<file path="src/cfg_msg_map.svh">
// Constants for the serial-bus configuration message handler.
// Assumes inclusion by bare name from any file that needs them.
`ifndef CFG_MSG_MAP_SVH
`define CFG_MSG_MAP_SVH

// Path select codes in status bits 7:6
`define PATH_GENERAL 2'h0
`define PATH_ONE 2'h1
`define PATH_TWO 2'h2
`define PATH_THREE 2'h3
// Subcodes in status bits 5:0
`define SUB_SETUP 6'h27
`define SUB_REQUEST 6'h07
// Whole status bytes
`define STAT_GEN_REQ 8'h08
`define STAT_GEN_RSP 8'h28
`define STAT_DATA_REQ3 8'hC1
`define STAT_CI_CHANGE 8'h80
// Control high byte fields of the path 3 setup
`define BIT_DCHAN 7
`define BIT_ARB 6
`define BIT_CMDIND 5
`define ARB_ADDR_HI 2
`define ARB_ADDR_LO 0
// Flags in the general response control high byte
`define BIT_DOUBLE_CLK 6
`define BIT_AWAKE 5
// Companding and slot length codes
`define COMP_LINEAR 3'h0
`define COMP_ALAW 3'h1
`define COMP_MULAW 3'h2
`define SLOT_8BIT 3'h0
`define SLOT_16BIT 3'h2
// Pump mode codes
`define PUMP_DIGITAL 3'h4
// AXI4-Lite register offsets on the host side
`define REG_CMD 8'h00
`define REG_CTRL 8'h04
`define REG_STATUS 8'h08
`define REG_MASK 8'h0C
`define REG_RESP 8'h10
`define REG_CONFIG 8'h14
// Event bits in the host status register
`define EV_RESP 0
`define EV_DONE 1
`define EV_ERROR 2
`define EV_COUNT 3
// Response kinds
`define AXI_OKAY 2'h0
`define AXI_SLVERR 2'h2
`endif

</file>
<file path="src/cfg_msg_pkg.sv">
// Types shared by both ends of the configuration message link.
// Assumes cfg_msg_map.svh holds the numeric constants.
package cfg_msg_pkg;
    typedef logic [7:0] byte_t;
    typedef struct packed {
        byte_t status;
        byte_t ctrlHigh;
        byte_t ctrlLow;
    } msg_t;
endpackage

</file>
<file path="src/cfg_msg_if.sv">
// Message register link between the host and the device handler.
// Assumes both ends share clk; each message is one valid/ready beat.
`timescale 1ns/10ps
interface cfg_msg_if;
    cfg_msg_pkg::msg_t hostMsg;
    logic hostValid;
    logic hostReady;
    cfg_msg_pkg::msg_t devMsg;
    logic devValid;
    logic devReady;
    modport device (input hostMsg, input hostValid, output hostReady,
        output devMsg, output devValid, input devReady);
    modport host (output hostMsg, output hostValid, input hostReady,
        input devMsg, input devValid, output devReady);
endinterface

</file>
<file path="src/cfg_msg_host.sv">
// Host end: AXI4-Lite registers turned into configuration messages.
// Assumes software writes the command word, then the go bit.
// Notes on behaviour
// - Digital pump mode requires no companding.
// - Modulation modes use A-law or mu-law, 8-bit slots.
// - Linear samples need companding off, 16-bit slots; digital pump mode here also accepts 8-bit slots.
// - Setup with D-channel on yields one data request.
// - Every path 3 setup clears D-channel buffers.
// - Enabling C/I sends current code change message.
// - Host programs outgoing C/I codes before enabling.
// - Requests carry zero control bytes, no mailbox.
// - General and per-path requests get distinct answers.
// - Path select codes 01 to 11 name paths.
// - General request answered by general response.
// - Response clock-ratio flag one: double-rate bit clock.
// - Response awake flag set: upstream line held low.
// - Slot length codes 000 and 010 only.
// - Coding codes 000, 001, 010 only; rest reserved.
//
// Local design decisions: the AXI4-Lite slave port and the register offsets.
`timescale 1ns/10ps
`include "cfg_msg_map.svh"
module cfg_msg_host (
    input wire logic clk,
    input wire logic resetn,
    cfg_msg_if.host link,
    input wire logic [7:0] s_axi_awaddr,
    input wire logic s_axi_awvalid,
    output logic s_axi_awready,
    input wire logic [31:0] s_axi_wdata,
    input wire logic [3:0] s_axi_wstrb,
    input wire logic s_axi_wvalid,
    output logic s_axi_wready,
    output logic [1:0] s_axi_bresp,
    output logic s_axi_bvalid,
    input wire logic s_axi_bready,
    input wire logic [7:0] s_axi_araddr,
    input wire logic s_axi_arvalid,
    output logic s_axi_arready,
    output logic [31:0] s_axi_rdata,
    output logic [1:0] s_axi_rresp,
    output logic s_axi_rvalid,
    input wire logic s_axi_rready,
    output logic irq
);
    logic [23:0] cmd;
    logic [2:0] comp;
    logic [2:0] slot;
    logic [2:0] pump;
    logic [2:0] evStatus;
    logic [2:0] evMask;
    logic [23:0] resp;
    logic awHeld;
    logic wHeld;
    logic [7:0] awAddr;
    logic [31:0] wData;
    logic doWrite;
    logic doRead;
    logic goHit;
    logic comboBad;
    logic [2:0] evSet;

    // Allowed companding, slot and pump combinations
    function automatic logic combo_ok(input logic [2:0] p, input logic [2:0] c,
        input logic [2:0] s);
        if (p == `PUMP_DIGITAL) begin
            combo_ok = (c == `COMP_LINEAR) && (s == `SLOT_8BIT || s == `SLOT_16BIT);
        end else if (c == `COMP_LINEAR) begin
            combo_ok = (s == `SLOT_16BIT);
        end else begin
            combo_ok = (c <= `COMP_MULAW) && (s == `SLOT_8BIT);
        end
    endfunction

    assign doWrite = awHeld && wHeld && !s_axi_bvalid;
    assign doRead = s_axi_arvalid && s_axi_arready;
    assign goHit = doWrite && awAddr == `REG_CTRL && wData[0] && !link.hostValid;
    assign comboBad = !combo_ok(pump, comp, slot);
    assign evSet = {goHit && comboBad, link.hostValid && link.hostReady,
        link.devValid && link.devReady};

    // Write address and data capture
    always_ff @(posedge clk or negedge resetn) begin
        if (!resetn) begin
            awHeld <= 1'b0;
            wHeld <= 1'b0;
            awAddr <= 8'h00;
            wData <= 32'h0000_0000;
            s_axi_awready <= 1'b1;
            s_axi_wready <= 1'b1;
        end else begin
            if (s_axi_awvalid && s_axi_awready) begin
                awHeld <= 1'b1;
                awAddr <= s_axi_awaddr;
                s_axi_awready <= 1'b0;
            end else if (doWrite) begin
                awHeld <= 1'b0;
            end
            if (s_axi_wvalid && s_axi_wready) begin
                wHeld <= 1'b1;
                wData <= s_axi_wdata;
                s_axi_wready <= 1'b0;
            end else if (doWrite) begin
                wHeld <= 1'b0;
            end
            if (s_axi_bvalid && s_axi_bready) begin
                s_axi_awready <= 1'b1;
                s_axi_wready <= 1'b1;
            end
        end
    end

    // Write response
    always_ff @(posedge clk or negedge resetn) begin
        if (!resetn) begin
            s_axi_bvalid <= 1'b0;
            s_axi_bresp <= `AXI_OKAY;
        end else if (doWrite) begin
            s_axi_bvalid <= 1'b1;
            s_axi_bresp <= (awAddr > `REG_CONFIG) ? `AXI_SLVERR : `AXI_OKAY;
        end else if (s_axi_bready) begin
            s_axi_bvalid <= 1'b0;
        end
    end

    // Software registers and message launch
    always_ff @(posedge clk or negedge resetn) begin
        if (!resetn) begin
            cmd <= 24'h00_0000;
            comp <= `COMP_LINEAR;
            slot <= `SLOT_8BIT;
            pump <= 3'h0;
            evMask <= 3'h0;
            link.hostMsg <= '0;
            link.hostValid <= 1'b0;
        end else begin
            if (doWrite && awAddr == `REG_CMD && s_axi_wstrb[2:0] == 3'h7) begin
                cmd <= wData[23:0];
            end
            if (doWrite && awAddr == `REG_CONFIG) begin
                {pump, slot, comp} <= wData[8:0];
            end
            if (doWrite && awAddr == `REG_MASK) begin
                evMask <= wData[`EV_COUNT-1:0];
            end
            if (goHit && !comboBad) begin
                link.hostMsg <= cmd;
                if (cmd[23:16] == `STAT_GEN_REQ || cmd[21:16] == `SUB_REQUEST) begin
                    link.hostMsg.ctrlHigh <= 8'h00;
                    link.hostMsg.ctrlLow <= 8'h00;
                end
                link.hostValid <= 1'b1;
            end else if (link.hostReady) begin
                link.hostValid <= 1'b0;
            end
        end
    end

    // Latest device message and sticky events, read of status clears
    always_ff @(posedge clk or negedge resetn) begin
        if (!resetn) begin
            resp <= 24'h00_0000;
            evStatus <= 3'h0;
            link.devReady <= 1'b0;
        end else begin
            link.devReady <= 1'b1;
            if (link.devValid && link.devReady) begin
                resp <= link.devMsg;
            end
            if (doRead && s_axi_araddr == `REG_STATUS) begin
                evStatus <= evSet;
            end else begin
                evStatus <= evStatus | evSet;
            end
        end
    end

    // Read channel
    always_ff @(posedge clk or negedge resetn) begin
        if (!resetn) begin
            s_axi_arready <= 1'b1;
            s_axi_rvalid <= 1'b0;
            s_axi_rdata <= 32'h0000_0000;
            s_axi_rresp <= `AXI_OKAY;
        end else if (doRead) begin
            s_axi_arready <= 1'b0;
            s_axi_rvalid <= 1'b1;
            s_axi_rresp <= `AXI_OKAY;
            unique case (s_axi_araddr)
                `REG_CMD: s_axi_rdata <= {8'h00, cmd};
                `REG_CTRL: s_axi_rdata <= {31'h0000_0000, link.hostValid};
                `REG_STATUS: s_axi_rdata <= {29'h0000_0000, evStatus};
                `REG_MASK: s_axi_rdata <= {29'h0000_0000, evMask};
                `REG_RESP: s_axi_rdata <= {8'h00, resp};
                `REG_CONFIG: s_axi_rdata <= {23'h00_0000, pump, slot, comp};
                default: begin
                    s_axi_rdata <= 32'h0000_0000;
                    s_axi_rresp <= `AXI_SLVERR;
                end
            endcase
        end else if (s_axi_rvalid && s_axi_rready) begin
            s_axi_rvalid <= 1'b0;
            s_axi_arready <= 1'b1;
        end
    end

    // Level interrupt from unmasked status
    always_ff @(posedge clk or negedge resetn) begin
        if (!resetn) begin
            irq <= 1'b0;
        end else begin
            irq <= |(evStatus & evMask);
        end
    end
endmodule

</file>
<file path="src/flat_wrapper.sv">
// flat-port wrapper written by rule: the top's interface ports become plain ports
module cfg_msg_host_flat 
  (clk, resetn, s_axi_awaddr, s_axi_awvalid, s_axi_awready, s_axi_wdata, s_axi_wstrb, s_axi_wvalid, s_axi_wready, s_axi_bresp, s_axi_bvalid, s_axi_bready, s_axi_araddr, s_axi_arvalid, s_axi_arready, s_axi_rdata, s_axi_rresp, s_axi_rvalid, s_axi_rready, irq, link_hostMsg, link_hostValid, link_hostReady, link_devMsg, link_devValid, link_devReady);
  cfg_msg_if link_i ();
  input wire logic clk;
  input wire logic resetn;
  input wire logic [7:0] s_axi_awaddr;
  input wire logic s_axi_awvalid;
  output logic s_axi_awready;
  input wire logic [31:0] s_axi_wdata;
  input wire logic [3:0] s_axi_wstrb;
  input wire logic s_axi_wvalid;
  output logic s_axi_wready;
  output logic [1:0] s_axi_bresp;
  output logic s_axi_bvalid;
  input wire logic s_axi_bready;
  input wire logic [7:0] s_axi_araddr;
  input wire logic s_axi_arvalid;
  output logic s_axi_arready;
  output logic [31:0] s_axi_rdata;
  output logic [1:0] s_axi_rresp;
  output logic s_axi_rvalid;
  input wire logic s_axi_rready;
  output logic irq;
  output wire logic [$bits(link_i.hostMsg)-1:0] link_hostMsg;
  output wire logic [$bits(link_i.hostValid)-1:0] link_hostValid;
  input wire logic [$bits(link_i.hostReady)-1:0] link_hostReady;
  input wire logic [$bits(link_i.devMsg)-1:0] link_devMsg;
  input wire logic [$bits(link_i.devValid)-1:0] link_devValid;
  output wire logic [$bits(link_i.devReady)-1:0] link_devReady;
  assign link_hostMsg = link_i.hostMsg;
  assign link_hostValid = link_i.hostValid;
  assign link_i.hostReady = link_hostReady;
  assign link_i.devMsg = link_devMsg;
  assign link_i.devValid = link_devValid;
  assign link_devReady = link_i.devReady;
  cfg_msg_host u_core (.clk(clk), .resetn(resetn), .link(link_i), .s_axi_awaddr(s_axi_awaddr), .s_axi_awvalid(s_axi_awvalid), .s_axi_awready(s_axi_awready), .s_axi_wdata(s_axi_wdata), .s_axi_wstrb(s_axi_wstrb), .s_axi_wvalid(s_axi_wvalid), .s_axi_wready(s_axi_wready), .s_axi_bresp(s_axi_bresp), .s_axi_bvalid(s_axi_bvalid), .s_axi_bready(s_axi_bready), .s_axi_araddr(s_axi_araddr), .s_axi_arvalid(s_axi_arvalid), .s_axi_arready(s_axi_arready), .s_axi_rdata(s_axi_rdata), .s_axi_rresp(s_axi_rresp), .s_axi_rvalid(s_axi_rvalid), .s_axi_rready(s_axi_rready), .irq(irq));
endmodule
</file>
<file path="config.mk">
export PLATFORM = sky130hd
export DESIGN_NAME = cfg_msg_host_flat
export DESIGN_NICKNAME = d
export VERILOG_FILES = /design/src/cfg_msg_pkg.sv /design/src/cfg_msg_if.sv /design/src/cfg_msg_host.sv /design/src/flat_wrapper.sv
export VERILOG_INCLUDE_DIRS = /design/src
export SDC_FILE = /design/constraint.sdc
export NUM_CORES = 1
export LEC_CHECK = 0
export BUFFER_PORTS_ARGS = -buffer_cell sky130_fd_sc_hd__buf_2
export CORE_MARGIN = 2
export CORE_UTILIZATION = 45
export CTS_BUF_LIST = sky130_fd_sc_hd__clkbuf_4 sky130_fd_sc_hd__clkbuf_8
export CTS_CLUSTER_DIAMETER = 30
export DETAILED_ROUTE_END_ITERATION = 8
export GPL_TIMING_DRIVEN = 0
export PLACE_DENSITY_LB_ADDON = 0.25
export RECOVER_POWER = 100
export SYNTH_ARGS = -nofsm -noshare
export SYNTH_HDL_FRONTEND = slang
export SYNTH_SLANG_ARGS = --single-unit
</file>
<file path="constraint.sdc">
create_clock -name clk -period 3.94 [get_ports clk]
set_input_delay 0.394 -clock clk [delete_from_list [all_inputs] [get_ports clk]]
set_output_delay 0.394 -clock clk [all_outputs]
set_load 0.01 [all_outputs]
</file>
==> impl_results.md, run 1 <==
- CP Launch Type: flip-flop
- Die height: 124.5 µm
- WL final: 14.79 mm
- Clock root cell: clkbuf_8
- Top cells by area, synth: dfrtp_1, mux2_2, mux2i_1
- EDFF count, synth: 0
- Worst EP arrival: 3.37 ns
- Clock sink count: 155
- Number of diodes: 0
- Slowest stage cell, crit path: a211oi_1
- Max Transition Viols Final: 0
- Top-area cell type share of the netlist area: 58.20%
- Fmax: 0.3333 GHz
- Largest net degree at the start of global routing: 97
- Post-Syn Instances: 494
- Synthesis warning total: 0
- Distinct cells, synth: 46
- Crit path required time: 4.31 ns
- Crit path time final: 3.000 ns
- Pint: 2826 µW
- GR Layer Usage met3: 6.443%
- Core area: 14370 µm²
- Initial core utilization: 45.48%
- Crit-path max cell delay: 1.07 ns
- P_leak: 0.003668 µW
- Worst slew pin tran: 1.266 ns
- Most crowded layer after global routing: met2
- Vias in the first global route: 4540
- Commonest non-fill, non-tap cell in the layout: dfrtp_1
- Global-route wire length before repair: 23.69 mm
- Clock Latency Late Sink: 0.46 ns
- Mapped Avg Cell Area: 13.23 µm²
- Nets: 740
- Ys async rst share: 100.0%
- Crit Path Max Fanout: 10
- Setup Slack @ Placement: 1.495 ns
- Layout area overhead: 19.61%
- Total CTS buffers: 17
- GR Overflow Total: 0
- Buffers added on ports: 131
- Mapped Area: 6535 µm²
- GR met1 Demand/Resource: 25.06%
- Global placement routability congestion: 0.8503
- Total die area: 15500 µm²
- Synth Register Bits: 155
- Post-synthesis sequential area ratio: 59.41%
- Initial antenna violation count: 0
- Clock Tree Buf Depth: 2
- Setup violators final: 0
- Average wire per standard cell: 17.36 µm
- Outcome: complete, no violations
- Worst hold margin: 0.09707 ns
- CTS HTree Levels: 4
- Iter 0 DRT Violations: 218
- Fillers: 1286
- Fin area: 7816 µm²
- Clk slew on worst S/H paths: 0.08 ns
- Leading area contributor after synthesis: dfrtp_1
- Post-DP HPWL: 10.76 mm
- CP Class: reg2reg
- Drt pass-1 iters: 4
- DR vias: 4361
- Drt drc: 0
- Cell Chain, Critical Path: and3b_1 > nand4_1 > a211oi_1 > clkbuf_1 > mux2i_1
- Routing usage on met2: 32.21%
- Worst setup margin: 0.9399 ns
- CTS tree: yes
- Power share of the clock group: 33.0%
- Routed Antenna Nets: 0
- Switching Fraction: 25.23%
- Tcrit/Tclk final: 76.15%
- Io pins: 153
- Gate power share: 13.8%
- Die W: 124.5 µm
- Power per cell area: 483.5 nW/µm²
- All-Layer GR Usage: 19.81%
- Dpl cell area: 7488 µm²
- Unrepaired setup endpoints after global routing: false
- Final core utilization: 54.40%
- Total negative slack: 0 ns
- Max cap viols: 0
- Commonest cells after routing, fill and taps aside: dfrtp_1, mux2_2, clkbuf_1, buf_2, o21ai_0
- Rows: 44
- Switch Pwr: 953.6 µW
- Top FF cell, synth: dfrtp_1
- Sequential Power Share: 53.2%
- Relative slew slack: 15.07%
- Fin. Hold Viols: 0
- Worst Hold Class: in2reg
- Peak supply drop: 0.3278 mV
- Final setup skew: 0.01210 ns
- Setup crit end kind: flip-flop
- Vias/cell: 5.119
- Share of cells above drive strength 1: 33.98%
==> timing repair <==
action / CTS / global route
gates resized for setup: 0 / 0
hold endpoints to repair: 58 / 0
setup buffers: 0 / 0
hold buffers: 1 / 0
==> final timing paths <==
kind | from | end | slack, ns | depth (start not counted)
max | u_core.s_axi_bvalid$_DFFE_PN0P_ | u_core.link.hostMsg[4]$_DFFE_PN0P_ | 0.94 | 5
min | s_axi_awvalid | u_core.s_axi_awready$_DFFE_PN1P_ | 0.1 | 2
max reg2reg | u_core.s_axi_bvalid$_DFFE_PN0P_ | u_core.link.hostMsg[4]$_DFFE_PN0P_ | 0.94 | 5
min reg2reg | u_core.s_axi_rdata[23]$_DFFE_PN0P_ | u_core.s_axi_rdata[23]$_DFFE_PN0P_ | 0.48 | 2
max in group asynchronous | resetn | u_core.wData[19]$_DFFE_PN0P_ | 2.62 | 3
min in group asynchronous | resetn | u_core.resp[2]$_DFFE_PN0P_ | 0.48 | 2
==> layer usage <==
metal | up-vias | part of all wire (%)
met2 | 117 | 49
met3 | 13 | 5.7
met1 | 2179 | 44
li1 | 2052 | -
met4 | 0 | 1.0
met5 | - | 0
==> worst max-delay path: cells and delay by family (launching register included) <==
kind / cells / cell delay (ns)
DFF: 1 / 0.44
and+or+nand+nor: 2 / 0.51
muxes: 1 / 0.27
buffers and inverters: 1 / 0.64
AOI/OAI and AO/OA: 1 / 1.07
==> sequential cells by signal, summed over array words and instances, names as in the netlist, 3 cells and up <==
signal / flops
u_core.resp: 24
u_core.slot: 3
u_core.s_axi_rdata: 24
u_core.cmd: 24
u_core.wData: 24
u_core.awAddr: 8
u_core.evMask: 3
u_core.link.hostMsg: 24
u_core.evStatus: 3
u_core.comp: 3
u_core.pump: 3
==> final cells by class <==
class	instances	area (µm²)	area share, %
Clock inverter	8	117.6	1.505
Tap cell	184	230.2	2.945
Sequential cell	155	3882	49.67
Inverter	25	93.84	1.201
Clock buffer	24	299.0	3.826
Multi-Input combinational cell	291	2405	30.77
Timing Repair Buffer	133	626.9	8.020
Buffer	32	161.4	2.065
==> metrics by stage <==
stage / std cells / total power [µW]
6_report: 852 / 3779
2_1_floorplan: 503 / 2352
4_1_cts: 852 / 3824
3_5_place_dp: 819 / 2578
5_1_grt: 852 / 3972
3_3_place_gp: 818 / 2530
==> Yosys cell counts (all sizes together), types with 2 or more instances <==
cell type and number:
nand4 3, nand3b 2, dfstp 3, clkbuf 13, mux2 107, inv 25, dfrtp 152, or4 3
conb 2, mux2i 36, buf 19, a211o 2, nand2 26, a21oi 5, a22o 14, or2 2
o21ai 43, nor2 5, a21o 2, nor3 6, nor2b 4, nand2b 3
==> power by group through the flow <==
stage	registers (µW)	logic [µW]	clock network, µW
2_1_floorplan	1990	359	0
3_3_place_gp	2020	507	0
3_5_place_dp	2040	535	0
4_1_cts	2010	538	1280
5_1_grt	2040	583	1350
6_report	2010	520	1250
==> cell families (layout without fill, tap and decap cells) <==
logic type | after synthesis | count (layout) | synth area share, %
AOI/OAI and AO/OA | 75 | 75 | 7.314
and+or+nand+nor | 62 | 62 | 5.131
buffers and inverters | 57 | 222 | 4.078
other | 2 | 11 | 0.1149
DFF | 155 | 155 | 59.41
muxes | 143 | 143 | 23.95
Note: power is estimated with default switching activity, not from simulation.
==> run 2, diff against run 1 <==
==> constraint.sdc (replaced) <==
create_clock -name clk -period 2.8 [get_ports clk]
set_input_delay 0.28 -clock clk [delete_from_list [all_inputs] [get_ports clk]]
set_output_delay 0.28 -clock clk [all_outputs]
set_load 0.01 [all_outputs]
==> run 2 against run 1 <==
  * Cell area grew 0.38%
  * First-iteration DRC count up 18%
  * Power grew 41%
  * Wire length is 0.30% higher
  * Critical path type unchanged
  * Fmax up 21%
  * Via count increased by 1.0%
  * Clock power up 41%
  * Setup slack got worse by 0.61 ns
==> impl_results.md, run 2 (synthesis gave the netlist of run 1 again) <==
- Share of cells above drive strength 1: 34.08%
- Core area: 14370 µm²
- Fin. Hold Viols: 0
- CP Class: reg2reg
- Worst EP arrival: 2.80 ns
- Pint: 3976 µW
- Switch Pwr: 1344 µW
- Vias/cell: 5.147
- Outcome: complete, no violations
- Unrepaired setup endpoints after global routing: false
- Crit path time final: 2.470 ns
- Total CTS buffers: 17
- Routed Antenna Nets: 0
- Gate power share: 13.7%
- Clock Latency Late Sink: 0.46 ns
- Slowest stage cell, crit path: a211oi_2
- Setup violators final: 0
- Die W: 124.5 µm
- Clk slew on worst S/H paths: 0.09 ns
- Global placement routability congestion: 0.8503
- Iter 0 DRT Violations: 257
- Clock root cell: clkbuf_8
- Number of diodes: 0
- Layout area overhead: 20.07%
- Rows: 44
- Worst slew pin tran: 1.456 ns
- Cell Chain, Critical Path: and3b_1 > nand4_1 > a211oi_2 > buf_4 > mux2_2
- Drt pass-1 iters: 4
- Drt drc: 0
- Sequential Power Share: 53.2%
- Vias in the first global route: 4561
- Worst setup margin: 0.3297 ns
- Max cap viols: 0
- All-Layer GR Usage: 19.86%
- Tcrit/Tclk final: 88.23%
- Peak supply drop: 0.4608 mV
- Buffers plus inverters on the worst setup path: 1
- CTS tree: yes
- DR vias: 4406
- Dpl cells: 819
- Fillers: 1283
- Clock sink count: 155
- Nets: 744
- Buffers added on ports: 131
- Global-route wire length before repair: 23.77 mm
- CTS-repair resized insts: 0
- P_leak: 0.003683 µW
- Power per cell area: 678.0 nW/µm²
- Final setup skew: 0.01483 ns
- Clock Tree Buf Depth: 2
- Max Transition Viols Final: 0
- Total die area: 15500 µm²
- Crit-path max cell delay: 0.68 ns
- Die height: 124.5 µm
- Fmax: 0.4048 GHz
- Worst Hold Class: in2reg
- Setup Slack @ Placement: 0.3547 ns
- Post-DP HPWL: 10.76 mm
- CTS HTree Levels: 4
- Switching Fraction: 25.26%
- Initial core utilization: 45.48%
- Relative slew slack: 2.948%
- Crit path required time: 3.13 ns
- Crit Path Max Fanout: 10
- Commonest cells after routing, fill and taps aside: dfrtp_1, mux2_2, clkbuf_1, buf_2, o21ai_0
- GR Overflow Total: 0
- CP Launch Type: flip-flop
- WL final: 14.83 mm
- Largest net degree at the start of global routing: 97
- Average wire per standard cell: 17.33 µm
- Commonest non-fill, non-tap cell in the layout: dfrtp_1
- Fin cells: 856
- Io pins: 153
- Initial antenna violation count: 0
- Crit-path leading delay family: compound AO/OA/AOI/OAI gates
- Setup crit end kind: flip-flop
- Power share of the clock group: 33.0%
run 2: worst register-to-register path: stages, from the launching register on:
cell      delay, ns
dfrtp_1        0.44
and3b_1        0.32
nand4_1        0.20
a211oi_2       0.68
buf_4          0.35
mux2_2         0.37
run 2: power groups by stage:
| stage | Combinational (µW) | Clock (µW) | Sequential [µW] |
|---|---|---|---|
| after CTS | 762 | 1800 | 2830 |
| after detailed placement | 752 | 0 | 2870 |
| after global placement | 713 | 0 | 2850 |
| after floorplan | 505 | 0 | 2800 |
| final | 731 | 1760 | 2830 |
| after global routing | 822 | 1890 | 2870 |
run 2: per-layer routing:
metal  track usage (%)  share of wire (%)  up-vias
li1                  -                  -     2059
met4             6.808                1.0        0
met5                 0                  0        -
met3             6.400                6.0       15
met2             32.34                 50      121
met1             25.15                 43     2211
run 2: final cells by class:
type	count	area (µm²)	share of cell area, %
inverters	25	93.84	1.196
flip-flops and latches	155	3882	49.48
clock inverters	8	117.6	1.499
multi-input cells	291	2410	30.71
repair buffers	137	640.6	8.165
well taps	184	230.2	2.934
clock buffers	24	299.0	3.811
plain buffers	32	172.7	2.201
run 2: final timing paths:
path / slack, ns / endpoint / cells after the start / start
hold reg to reg: 0.48 / u_core.s_axi_rdata[23]$_DFFE_PN0P_ / 2 / u_core.s_axi_rdata[23]$_DFFE_PN0P_
hold / removal: 0.04 / u_core.resp[12]$_DFFE_PN0P_ / 2 / link_devMsg[12]
max in group asynchronous: 0.57 / u_core.wData[19]$_DFFE_PN0P_ / 3 / resetn
min in group asynchronous: 0.71 / u_core.resp[2]$_DFFE_PN0P_ / 2 / resetn
setup reg to reg: 0.33 / u_core.link.hostMsg[21]$_DFFE_PN0P_ / 5 / u_core.s_axi_bvalid$_DFFE_PN0P_
setup / recovery: 0.33 / u_core.link.hostMsg[21]$_DFFE_PN0P_ / 5 / u_core.s_axi_bvalid$_DFFE_PN0P_
run 2: repair_timing:
action,4_1_cts,5_1_grt
endpoints found under the hold margin,62,0
hold buffers,5,0
endpoints found under the setup margin,0,0
buffers inserted,0,0
run 2: metrics by stage:
stage	hold WS, ns	cell area (µm²)	power (µW)	util [%]	TNS (ns)
after floorplan	-0.01559	6569	3310	-	0
after global placement	0.4467	7455	3560	51.88	-106.79
after detailed placement	0.2855	7488	3627	52.12	0
after CTS	0.01075	7955	5385	55.36	0
after global routing	0.02301	7846	5590	54.61	0
final	0.04437	7846	5320	54.61	0
==> run 3, diff against run 2 <==
--- a/config.mk
+++ b/config.mk
@@ -7,13 +7,15 @@
 export NUM_CORES = 1
 export LEC_CHECK = 0
 export BUFFER_PORTS_ARGS = -buffer_cell sky130_fd_sc_hd__buf_2
+export CELL_PAD_IN_SITES_DETAIL_PLACEMENT = 1
+export CELL_PAD_IN_SITES_GLOBAL_PLACEMENT = 2
 export CORE_MARGIN = 2
-export CORE_UTILIZATION = 45
+export CORE_UTILIZATION = 37
 export CTS_BUF_LIST = sky130_fd_sc_hd__clkbuf_4 sky130_fd_sc_hd__clkbuf_8
 export CTS_CLUSTER_DIAMETER = 30
 export DETAILED_ROUTE_END_ITERATION = 8
 export GPL_TIMING_DRIVEN = 0
-export PLACE_DENSITY_LB_ADDON = 0.25
+export PLACE_DENSITY = 0.89
 export RECOVER_POWER = 100
 export SYNTH_ARGS = -nofsm -noshare
 export SYNTH_HDL_FRONTEND = slang
==> run 3 against run 2 <==
  * The flow now finishes with violations (max-capacitance violations, max-slew violations)
  * First-iteration DRC count down 45%
  * Clock power hardly changed
  * Fmax shrank 2.5%
  * Hold slack gained 0.0015 ns
  * Power grew 0.95%
  * Non-clock buffer count stayed put
  * Critical endpoint unchanged
  * Clock skew down 0.0024 ns
  * Sequential power barely moved
  * Sequential share of layout area fell by 0.45 points
  * Wire length rose by 15%
  * Global-route usage down 0.42 points
  * Highest routed layer unchanged
==> impl_results.md, run 3 (synthesis gave the netlist of run 1 again) <==
- Total die area: 18740 µm²
- Fin. Hold Viols: 0
- CTS HTree Levels: 4
- Power Total: 5370 µW
- Final setup skew: 0.01245 ns
- R2R depth: 5
- Crit Path Max Fanout: 10
- Largest net degree at the start of global routing: 83
- Clock Latency Late Sink: 0.46 ns
- Routed Antenna Nets: 0
- Relative slew slack: -26.93%
- Crit path time final: 2.533 ns
- Nets: 744
- Iter 0 DRT Violations: 142
- WL final: 16.98 mm
- Vias/cell: 4.934
- Worst hold start: s_axi_wdata[11]
- Initial antenna violation count: 0
- Drt drc: 0
- Drt pass-1 iters: 4
- Setup violators final: 0
- Die W: 136.9 µm
- Vias in the first global route: 5029
- Commonest cells after routing, fill and taps aside: dfrtp_1, mux2_2, clkbuf_1, buf_2, o21ai_0
- Max Transition Viols Final: 74
- DR vias: 4426
- Average wire per standard cell: 18.93 µm
- Unrepaired setup endpoints after global routing: false
- Dpl cell area: 7540 µm²
- Reg-to-Reg End: u_core.link.hostMsg[21]$_DFFE_PN0P_
- Reg2reg start: u_core.pump[1]$_DFFE_PN0P_
- Crit path required time: 3.13 ns
- Fmax: 0.3947 GHz
- GR Overflow Total: 0
- Hold worst-path end: u_core.wData[11]$_DFFE_PN0P_
- CTS tree: yes
- Share of cells above drive strength 1: 33.63%
- Total CTS buffers: 17
- Post-CTS Setup Bufs: 0
- Buffers added on ports: 131
- Cell Chain, Critical Path: nor3b_1 > o21ai_0 > a211oi_2 > buf_4 > mux2_2
- Setup crit end kind: flip-flop
- R2r setup slk: 0.27 ns
- Crit-path max cell delay: 0.65 ns
- Fin area: 7919 µm²
- Multi-input gate area in the final layout: 2410 µm²
- Worst EP arrival: 2.87 ns
- Worst Hold Class: in2reg
- Fillers: 1909
- CP Launch Type: flip-flop
- Outcome: finished, violations left
- CTS-repair resized insts: 0
- Core area: 17300 µm²
- Buffers plus inverters on the worst setup path: 1
- Clock sink count: 155
- Failing checks: max-capacitance violations, max-slew violations
- Global placement routability congestion: 0.7935
- Layout area overhead: 21.18%
- Number of diodes: 0
- Crit-path leading delay family: compound AO/OA/AOI/OAI gates
- Slowest stage cell, crit path: a211oi_2
- Hold_buf cts: 5
- Worst slew pin tran: 1.904 ns
- Clk slew on worst S/H paths: 0.08 ns
- Rows: 48
- Post-DP HPWL: 12.54 mm
- Global-route wire length before repair: 27.26 mm
- Tcrit/Tclk final: 90.48%
- Io pins: 153
- All-Layer GR Usage: 19.44%
- Register area: 3882 µm²
- Hold path cells: 2
- Clock Tree Buf Depth: 2
- Max cap viols: 1
- CP Class: reg2reg
- Commonest non-fill, non-tap cell in the layout: dfrtp_1
- Power per cell area: 678.2 nW/µm²
- Peak supply drop: 0.3014 mV
- P_leak: 0.003695 µW
- Die height: 136.9 µm
- Clock root cell: clkbuf_8
- Initial core utilization: 37.78%
[run 3: changes by cell type in the layout (fill, tap and decap cells not counted), sizes merged]
cell    before  now
buf         85   86
clkbuf     103   99
clkinv       4    7
[run 3: how the worst max path moves through the flow]
stage	from	to	slack, ns	cells past startpoint
4_1_cts	u_core.pump[1]$_DFFE_PN0P_	u_core.link.hostMsg[21]$_DFFE_PN0P_	0.27	5
3_5_place_dp	u_core.pump[1]$_DFFE_PN0P_	u_core.link.hostMsg[23]$_DFFE_PN0P_	0.35	5
6_report	u_core.pump[1]$_DFFE_PN0P_	u_core.link.hostMsg[21]$_DFFE_PN0P_	0.27	5
2_1_floorplan	u_core.link.hostValid$_DFFE_PN0P_	u_core.link.hostMsg[21]$_DFFE_PN0P_	0.82	5
5_1_grt	u_core.pump[1]$_DFFE_PN0P_	u_core.link.hostMsg[23]$_DFFE_PN0P_	0.07	5
3_3_place_gp	resetn	u_core.evMask[0]$_DFFE_PN0P_	-0.70	1
[run 3: final cells by class]
cell class | instances | share of cell area [%]
Buffer | 32 | 2.180
Clock buffer | 21 | 3.492
Clock inverter | 11 | 1.817
Inverter | 25 | 1.185
Multi-Input combinational cell | 291 | 30.43
Sequential cell | 155 | 49.03
Tap cell | 225 | 3.555
Timing Repair Buffer | 137 | 8.311
[run 3: report_power, final]
group / internal, µW / switching [µW] / total, µW / leakage (µW)
Sequential: 2590 / 253 / 2840 / 0.00201
Clock: 946 / 835 / 1780 / 0.000216
Combinational: 416 / 331 / 747 / 0.00147
[run 3: through the flow]
stage | util (%) | setup TNS (ns) | cells | hold slack [ns] | worst slack [ns]
floorplan | - | 0 | 503 | -0.01559 | 0.8157
global placement | 43.40 | -104.72 | 859 | 0.4439 | -0.6997
detailed placement | 43.59 | 0 | 860 | 0.3586 | 0.3548
CTS | 46.31 | 0 | 897 | 0.02360 | 0.2728
global route | 45.78 | 0 | 897 | 0.02696 | 0.06582
finish | 45.78 | 0 | 897 | 0.04587 | 0.2665
[run 3: routing by layer]
metal,GRT usage [%],share of wire [%],up-vias
met4,6.357,1.6,0
met3,3.852,4.0,19
met2,32.94,50,104
met5,0,0,-
met1,25.07,44,2249
li1,-,-,2054
